==> src/hw/pss_map.svh <==
// Constants of the host serial slave: addresses, pointer values.
// Assumes inclusion by bare name; definitions only.
`ifndef PSS_MAP_SVH
`define PSS_MAP_SVH
`define PSS_BASE_ADDR    7'h20
`define PSS_GLOBAL_ADDR  7'h40
`define PSS_ALERT_ADDR   7'h0C
`define PSS_PTR_RESET    8'h00
`define PSS_MEAS_LO      4'h9
`define PSS_MEAS_HI      4'hC
`define PSS_MEAS_PORT_LO 4'h1
`define PSS_MEAS_PORT_HI 4'h4
`endif

==> src/hw/pss_pkg.sv <==
// Types shared by the host serial slave files.
// Assumes pss_map.svh sits beside it.
package pss_pkg;
  // Register access request toward the register file
  typedef struct packed {
    logic       wr;
    logic       rd;
    logic       quad;
    logic [7:0] addr;
    logic [7:0] wdata;
  } pss_req_t;

  typedef enum logic [2:0] {
    PSS_IDLE  = 3'b000,
    PSS_ADDR  = 3'b001,
    PSS_REG   = 3'b010,
    PSS_WDAT  = 3'b011,
    PSS_RDAT  = 3'b100,
    PSS_ACK   = 3'b101,
    PSS_RACK  = 3'b110,
    PSS_SKIP  = 3'b111
  } pss_state_t;
endpackage

==> src/hw/pss_slave.sv <==
// Host-facing serial slave of the power controller: addressing, pointer,
// quads, global and alert response addresses.
// Assumes an external register file that answers reads combinationally
// from rd_data for the presented quad and pointer.
//
// Function
// - Address is 01, straps A4..A1, quad bit
// - Low address bit selects quad zero or one
// - Single read: pointer write, restart, one byte
// - Single write: address, pointer, one data byte
// - Two-byte reads only for measurement registers
// - Measurement low byte first, high second
// - Stop resets pointer to interrupt register
// - Broadcast address treated as own address
// - Alert address answered only while alert asserted
// - Alert byte is own address, low 1
// - Lose arbitration on sensed 0 while sending 1
// - Win releases alert line, loss keeps it
// - After win, ignore alert until events cleared
`timescale 1ns/1ps
`include "pss_map.svh"
module pss_slave
  import pss_pkg::*;
(
  // Clock and reset
  input  wire logic       ref_clk,
  input  wire logic       sys_rst,
  // Serial bus pins
  input  wire logic       scl_in,
  input  wire logic       sda_in,
  output logic            sda_out,
  output logic            sda_oe,
  // Straps A4..A1
  input  wire logic [3:0] addr_strap,
  // Event state from the register file
  input  wire logic       event_pending,
  // Alert pin, open drain
  output logic            alert_line_n_out,
  output logic            alert_line_n_oe,
  // Register file access
  output pss_req_t        reg_req,
  input  wire logic [7:0] rd_data
);
  pss_state_t state_reg, state_next;
  logic [7:0] shift_reg;
  logic [3:0] bit_cnt_reg;
  logic [7:0] ptr_reg;
  logic       quad_reg;
  logic       rd_mode_reg;
  logic       alert_mode_reg;
  logic       two_byte_reg;
  logic       won_reg;
  logic       lost_reg;
  logic       addr_acked_reg;
  logic       sda_oe_reg;
  logic       alert_oe_reg;
  pss_req_t   req_reg;

  logic scl_rise;
  logic scl_fall;
  logic sda_lvl;
  logic start_det;
  logic stop_det;

  // =====================================================
  // Pin conditioning
  pss_sync u_sync (
    .ref_clk   (ref_clk),
    .sys_rst   (sys_rst),
    .scl_in    (scl_in),
    .sda_in    (sda_in),
    .scl_rise  (scl_rise),
    .scl_fall  (scl_fall),
    .sda_lvl   (sda_lvl),
    .start_det (start_det),
    .stop_det  (stop_det)
  );

  // =====================================================
  // Address decode
  wire [6:0] own_base   = `PSS_BASE_ADDR | {2'h0, addr_strap, 1'b0};
  wire [6:0] rx_addr    = shift_reg[7:1];
  wire       rx_rw      = shift_reg[0];
  wire       hit_own    = (rx_addr[6:1] == own_base[6:1]);
  wire       hit_global = (rx_addr == `PSS_GLOBAL_ADDR);
  wire       alert_act  = alert_oe_reg && !won_reg;
  wire       hit_alert  = (rx_addr == `PSS_ALERT_ADDR) && rx_rw && alert_act;
  wire       addr_hit   = hit_own || hit_global || hit_alert;
  wire       hit_quad   = hit_own ? rx_addr[0] : 1'b0;
  wire [7:0] alert_byte = {own_base[6:1], quad_reg, 1'b1};
  // Measurement window: low nibble 9..C in ports 1..4
  wire       ptr_meas   = (ptr_reg[3:0] >= `PSS_MEAS_LO) && (ptr_reg[3:0] <= `PSS_MEAS_HI) &&
                          (ptr_reg[7:4] >= `PSS_MEAS_PORT_LO) && (ptr_reg[7:4] <= `PSS_MEAS_PORT_HI);
  wire [7:0] tx_byte    = alert_mode_reg ? alert_byte : rd_data;
  wire       tx_bit     = tx_byte[3'(7 - bit_cnt_reg[2:0])];
  wire       byte_done  = (bit_cnt_reg == 4'h7);

  // =====================================================
  // Next state on clock edges of the bus
  always_comb begin
    state_next = state_reg;
    case (state_reg)
      PSS_IDLE: begin
        state_next = PSS_IDLE;
      end
      PSS_ADDR: begin
        if (scl_rise && byte_done) state_next = PSS_ACK;
      end
      PSS_REG, PSS_WDAT: begin
        if (scl_rise && byte_done) state_next = PSS_ACK;
      end
      PSS_RDAT: begin
        if (scl_fall && byte_done) state_next = PSS_RACK;
      end
      PSS_ACK: begin
        // Write side: the byte after the address is the pointer, later ones are data
        if (scl_fall) state_next = rd_mode_reg ? PSS_RDAT : (addr_acked_reg ? PSS_REG : PSS_WDAT);
      end
      PSS_RACK, PSS_SKIP: begin
        state_next = state_reg;
      end
      default: begin
        state_next = PSS_IDLE;
      end
    endcase
  end

  // =====================================================
  // Byte engine: shift, acknowledge, pointer and quad
  always_ff @(posedge ref_clk or posedge sys_rst) begin
    if (sys_rst) begin
      state_reg      <= PSS_IDLE;
      shift_reg      <= 8'h00;
      bit_cnt_reg    <= 4'h0;
      ptr_reg        <= `PSS_PTR_RESET;
      quad_reg       <= 1'b0;
      rd_mode_reg    <= 1'b0;
      alert_mode_reg <= 1'b0;
      two_byte_reg   <= 1'b0;
      won_reg        <= 1'b0;
      lost_reg       <= 1'b0;
      sda_oe_reg     <= 1'b0;
      req_reg        <= '0;
      addr_acked_reg <= 1'b0;
    end else begin
      req_reg.wr <= 1'b0;
      req_reg.rd <= 1'b0;
      // Register file always sees the pointer and quad through a register, one clock late
      req_reg.quad <= quad_reg;
      req_reg.addr <= ptr_reg;
      if (!event_pending) begin
        won_reg <= 1'b0;
      end
      if (stop_det) begin
        state_reg      <= PSS_IDLE;
        ptr_reg        <= `PSS_PTR_RESET;
        sda_oe_reg     <= 1'b0;
        alert_mode_reg <= 1'b0;
      end else if (start_det) begin
        state_reg      <= PSS_ADDR;
        bit_cnt_reg    <= 4'h0;
        sda_oe_reg     <= 1'b0;
        alert_mode_reg <= 1'b0;
        lost_reg       <= 1'b0;
      end else begin
        case (state_reg)
          PSS_ADDR, PSS_REG, PSS_WDAT: begin
            if (scl_rise) begin
              shift_reg   <= {shift_reg[6:0], sda_lvl};
              bit_cnt_reg <= bit_cnt_reg + 4'h1;
            end
            if (scl_fall && bit_cnt_reg == 4'h8) begin
              bit_cnt_reg <= 4'h0;
              if (state_reg == PSS_ADDR && !addr_hit) begin
                state_reg <= PSS_SKIP;
              end else begin
                sda_oe_reg <= 1'b1;
                state_reg  <= PSS_ACK;
                addr_acked_reg <= (state_reg == PSS_ADDR);
                if (state_reg == PSS_ADDR) begin
                  rd_mode_reg    <= rx_rw;
                  alert_mode_reg <= hit_alert;
                  if (!hit_alert) quad_reg <= hit_quad;
                end else if (state_reg == PSS_REG) begin
                  ptr_reg <= shift_reg;
                end else begin
                  req_reg <= '{wr: 1'b1, rd: 1'b0, quad: quad_reg, addr: ptr_reg, wdata: shift_reg};
                end
              end
            end
          end
          PSS_ACK: begin
            if (scl_fall) begin
              sda_oe_reg  <= 1'b0;
              bit_cnt_reg <= 4'h0;
              two_byte_reg <= 1'b0;
              if (rd_mode_reg) begin
                state_reg <= PSS_RDAT;
                sda_oe_reg <= ~tx_bit;
              end else begin
                state_reg <= state_next;
              end
            end
          end
          PSS_RDAT: begin
            if (scl_rise) begin
              if (!sda_lvl && tx_bit && alert_mode_reg) begin
                lost_reg  <= 1'b1;
                state_reg <= PSS_SKIP;
              end
            end
            if (scl_fall) begin
              if (byte_done) begin
                sda_oe_reg <= 1'b0;
                state_reg  <= PSS_RACK;
                req_reg.rd <= 1'b1;
                if (alert_mode_reg) won_reg <= 1'b1;
              end else begin
                bit_cnt_reg <= bit_cnt_reg + 4'h1;
                sda_oe_reg  <= ~tx_byte[3'(6 - bit_cnt_reg[2:0])];
              end
            end
          end
          PSS_RACK: begin
            if (scl_rise) begin
              // Master ack continues only for a measurement pair
              if (!sda_lvl && ptr_meas && !two_byte_reg && !alert_mode_reg) begin
                ptr_reg      <= ptr_reg + 8'h01;
                two_byte_reg <= 1'b1;
                bit_cnt_reg  <= 4'h0;
              end else begin
                state_reg <= PSS_SKIP;
              end
            end
            if (scl_fall && two_byte_reg) begin
              state_reg  <= PSS_RDAT;
              sda_oe_reg <= ~rd_data[7];
            end
          end
          default: begin
            sda_oe_reg <= 1'b0;
          end
        endcase
      end
    end
  end

  // =====================================================
  // Alert line: asserted on events, released by a won response
  always_ff @(posedge ref_clk or posedge sys_rst) begin
    if (sys_rst) begin
      alert_oe_reg <= 1'b0;
    end else begin
      alert_oe_reg <= event_pending && !won_reg;
    end
  end

  // Enables and request straight from flops; sda_out and alert_line_n_out tied low
  assign sda_out          = 1'b0;
  assign sda_oe           = sda_oe_reg;
  assign alert_line_n_out = 1'b0;
  assign alert_line_n_oe  = alert_oe_reg;
  assign reg_req          = req_reg;
endmodule

==> src/hw/pss_sync.sv <==
// Two-flop synchroniser and line-event detector for the bus pins.
// Assumes pins are asynchronous to ref_clk; outputs are same-domain.
`timescale 1ns/1ps
module pss_sync
  import pss_pkg::*;
(
  // Clock and reset
  input  wire logic ref_clk,
  input  wire logic sys_rst,
  // Pins
  input  wire logic scl_in,
  input  wire logic sda_in,
  // Conditioned bus events
  output logic      scl_rise,
  output logic      scl_fall,
  output logic      sda_lvl,
  output logic      start_det,
  output logic      stop_det
);
  logic [1:0] scl_meta_reg;
  logic [1:0] sda_meta_reg;
  logic       scl_last_reg;
  logic       sda_last_reg;

  // =====================================================
  // Synchronisers, first stage read only by the second
  always_ff @(posedge ref_clk or posedge sys_rst) begin
    if (sys_rst) begin
      scl_meta_reg <= 2'h3;
      sda_meta_reg <= 2'h3;
      scl_last_reg <= 1'b1;
      sda_last_reg <= 1'b1;
    end else begin
      scl_meta_reg <= {scl_meta_reg[0], scl_in};
      sda_meta_reg <= {sda_meta_reg[0], sda_in};
      scl_last_reg <= scl_meta_reg[1];
      sda_last_reg <= sda_meta_reg[1];
    end
  end

  // Edge and condition decode
  assign sda_lvl   = sda_meta_reg[1];
  assign scl_rise  = scl_meta_reg[1] & ~scl_last_reg;
  assign scl_fall  = ~scl_meta_reg[1] & scl_last_reg;
  assign start_det = scl_meta_reg[1] & scl_last_reg & sda_last_reg & ~sda_meta_reg[1];
  assign stop_det  = scl_meta_reg[1] & scl_last_reg & ~sda_last_reg & sda_meta_reg[1];
endmodule

==> config.mk <==
export PLATFORM = sky130hd
export DESIGN_NAME = pss_slave
export DESIGN_NICKNAME = d
export VERILOG_FILES = /design/src/hw/pss_pkg.sv /design/src/hw/pss_slave.sv /design/src/hw/pss_sync.sv
export VERILOG_INCLUDE_DIRS = /design/src /design/src/hw
export SDC_FILE = /design/constraint.sdc
export NUM_CORES = 1
export LEC_CHECK = 0
export BUFFER_PORTS_ARGS = -buffer_cell sky130_fd_sc_hd__buf_2
export CAP_MARGIN = 20
export CORE_ASPECT_RATIO = 1.5
export CORE_UTILIZATION = 45
export DETAILED_ROUTE_END_ITERATION = 8
export HOLD_SLACK_MARGIN = 0.1
export PLACE_DENSITY = 0.65
export SYNTH_ARGS = -nofsm -noshare
export SYNTH_HDL_FRONTEND = slang
export SYNTH_HIERARCHICAL = 1
export SYNTH_SLANG_ARGS = --single-unit
export TNS_END_PERCENT = 10
==> constraint.sdc <==
create_clock -name ref_clk -period 4.25 [get_ports ref_clk]
set_input_delay 0.6375 -clock ref_clk [delete_from_list [all_inputs] [get_ports ref_clk]]
set_output_delay 0.6375 -clock ref_clk [all_outputs]
set_load 0.01 [all_outputs]
==> reports/qor.txt <==
Dominant cell type by area after synthesis: dfrtp_1
Input/output buffers: 37
Post-route minimum period: 2820 ps
Crit end category: flop
Fmax: 0.355 GHz
Initial drt markers: 168
Largest register FFs: 19
DRT antenna net count: 0
Number of buffers created by CTS: 5
Drt pass-1 iters: 4
CTS tree: built
Die area: 7290 um2
Cts hold-fix bufs: 0
Synth top area share: 40.0%
Setup bufs post-CTS: 0
Vias in the first global route: 2455
Period utilization: 66.2%
Startpoint types: flop
Final setup vio count: 0
Layout Skew: 8.83 ps
Hold WS: 213 ps
Total negative setup slack: 0 ps
Vias per inst: 5.95
Pin count of the biggest net entering global routing: 51
Top-level port count: 40
Die Wd: 70.1 um
Core area: 6620 um2
Htree depth: 2
Clock transition at the registers of the reported paths: 100 ps
CP top delay family: simple AND/OR/NAND/NOR gates
Int Pwr: 1.01 mW
Slowest cell on crit path: nor4_2
Crit-path max cell delay: 870 ps
Unrepaired setup endpoints after global routing: no
Post_cts resized: 0
Share of cells above drive strength 1: 28.2%
Total gr overflow: 0
Slew @ Worst Pin: 977 ps
First-pass GRT wire length: 11800 um
Residual DRC: 0
WP data required: 4460 ps
Cell count after synthesis: 303
Switching power as a share of total power: 38.2%
Mean Syn Cell Area: 10.3 um2
Static Leak: 1.52 nW
Nets@finish: 354
PwrDens: 475 nW/um2
Starting Density: 47.2%
Status: finished clean
Synth Cell Area: 3130 um2
Hold Vio Cnt, Final: 0
MaxCap Viol Count: 0
FF+latch count, synth: 56
Die H: 104 um
Worst path cell trace: and4b_1, or2_2, nor4_2, mux2_2
Setup CP Type: reg2reg
Clk_lat worst skew: 310 ps
Final HPWL from detailed placement: 5080 um
Sequential share of the synthesized area: 45.1%
Largest cells by area after synthesis: dfrtp_1 40%, mux2_2 7.2%, dfstp_2 5.0%
Antenna violations before repair: 0
Critical path buffers and inverters: 0
Hold Crit Class: in2async
Slew Viols, Final: 0
Top_reg_cell synth: dfrtp_1
Num rows: 36
Synth cell types: 67
Final standard cell utilization of the core: 52.0%
Psw: 625 uW
Clk network pwr share: 18.2%
Worst rel slew slack: 34.3%
Maximum buffer depth of the clock tree: 2
N_diodes: 0
Vias after detailed routing: 2433
P&R area growth vs syn: 10.2%
Critical Path AT: 3020 ps
Post-place setup slack: 1440 ps
CP max FO: 19
Post-synth EDFFs: 0
Root Buffer: clkbuf_8
Power Total: 1.64 mW
Peak VDD IR: 0.000215 V
Clock Sinks: 56
Routed wire length: 6950 um
Drt wl/cell: 17.0 um
Flop pwr share: 49.0%
Comb power frac: 32.8%
Share of flip-flops with an asynchronous set or reset: 100%
Total GRT Usage: 20.1%
GP Congestion: 0.941
YS warnings: 6
Setup WS post-layout: 1430 ps
## cell usage after synthesis, drive strengths merged, types with 2 or more instances
master / instances
a2111oi: 2
a211oi: 4
a21bo: 2
a21oi: 23
a22o: 2
a31oi: 2
and2: 2
and4b: 3
buf: 6
clkbuf: 12
dfrtp: 50
dfstp: 6
ha: 5
inv: 10
mux2: 20
mux2i: 2
mux4: 5
nand2: 26
nand2b: 9
nand3: 6
nand4: 2
nor2: 17
nor2b: 9
nor3: 11
nor3b: 5
nor4: 3
o211ai: 2
o21ai: 8
o21bai: 2
o221ai: 2
o22ai: 2
o32ai: 6
or2: 5
or3: 4
xnor2: 4
## logic make-up after synthesis
group	after synthesis	share of synthesized area (%)
buffers and inverters	28	3.92
flip-flops	56	45.1
adder cells (fa/ha/maj)	5	2.00
multiplexers	27	11.4
XOR/XNOR	5	1.40
AO/OA/AOI/OAI	70	16.3
other	1	0.120
AND/OR/NAND/NOR	111	19.8
## per-layer routing
metal / vias up / part of all wire (%) / routed length, um / GRT usage [%]
met3: 24 / 3.1 / 215 / 3.10
met2: 73 / 52 / 3620 / 35.9
met4: 0 / 4.3 / 299 / 11.4
li1: 1165 / - / - / -
met1: 1171 / 40 / 2810 / 22.2
met5: - / 0 / 0 / 0
## power by group through the flow
stage          Clock [mW]  Sequential, mW  Combinational, mW
2_1_floorplan           0           0.708              0.481
3_3_place_gp            0           0.811              0.527
3_5_place_dp            0           0.813              0.531
4_1_cts             0.307           0.802              0.534
5_1_grt             0.326           0.823              0.602
6_report            0.297           0.802              0.537
## worst reg2reg max path, cell delays in order (launching register included)
cell and delay, ps:
dfstp_2 540, and4b_1 400, or2_2 490, nor4_2 870, mux2_2 420
## path summary, 6_finish.rpt
path | startpoint | endpoint | slack [ps] | depth (start not counted)
max | u_sync/sda_last_reg | reg_req[4] | 1430 | 4
min in group ref_clk | u_sync/scl_meta_reg[0] | u_sync/scl_meta_reg[1] | 360 | 0
max reg2reg | u_sync/sda_last_reg | reg_req[4] | 1430 | 4
min reg2reg | u_sync/scl_meta_reg[0] | u_sync/scl_meta_reg[1] | 360 | 0
min | sys_rst | bit_cnt_reg[2] | 210 | 2
max in group asynchronous | sys_rst | alert_line_n_oe | 3560 | 3
## cell type report
type,count,area [um2]
multi-input cells,220,1600
repair buffers,39,213
well taps,76,95.1
clock buffers,5,68.8
clock inverters,3,22.5
flip-flops and latches,56,1410
fillers,608,3180
inverters,10,37.5
## cells in the final DEF, fill, tap and decap left out, types with 3 or more instances in the layout
cell type / instances
o32ai_1: 6
or2_2: 5
nand2b_1: 9
dfrtp_1: 50
nor3b_1: 5
a21oi_1: 23
inv_1: 9
buf_2: 37
ha_1: 5
or3_1: 4
nor2b_1: 9
o21ai_0: 7
a211oi_1: 4
clkbuf_8: 5
nand2_1: 26
nor3_1: 10
and4b_1: 3
mux4_2: 5
nand3_1: 6
mux2_2: 20
nor2_1: 17
dfstp_2: 6
xnor2_1: 4
## metrics by stage
stage / area (um2) / cells
2_1_floorplan: 3130 / 304
3_3_place_gp: 3330 / 400
3_5_place_dp: 3330 / 400
4_1_cts: 3420 / 408
5_1_grt: 3440 / 409
6_report: 3440 / 409
Note: power is estimated with default switching activity, not from simulation.
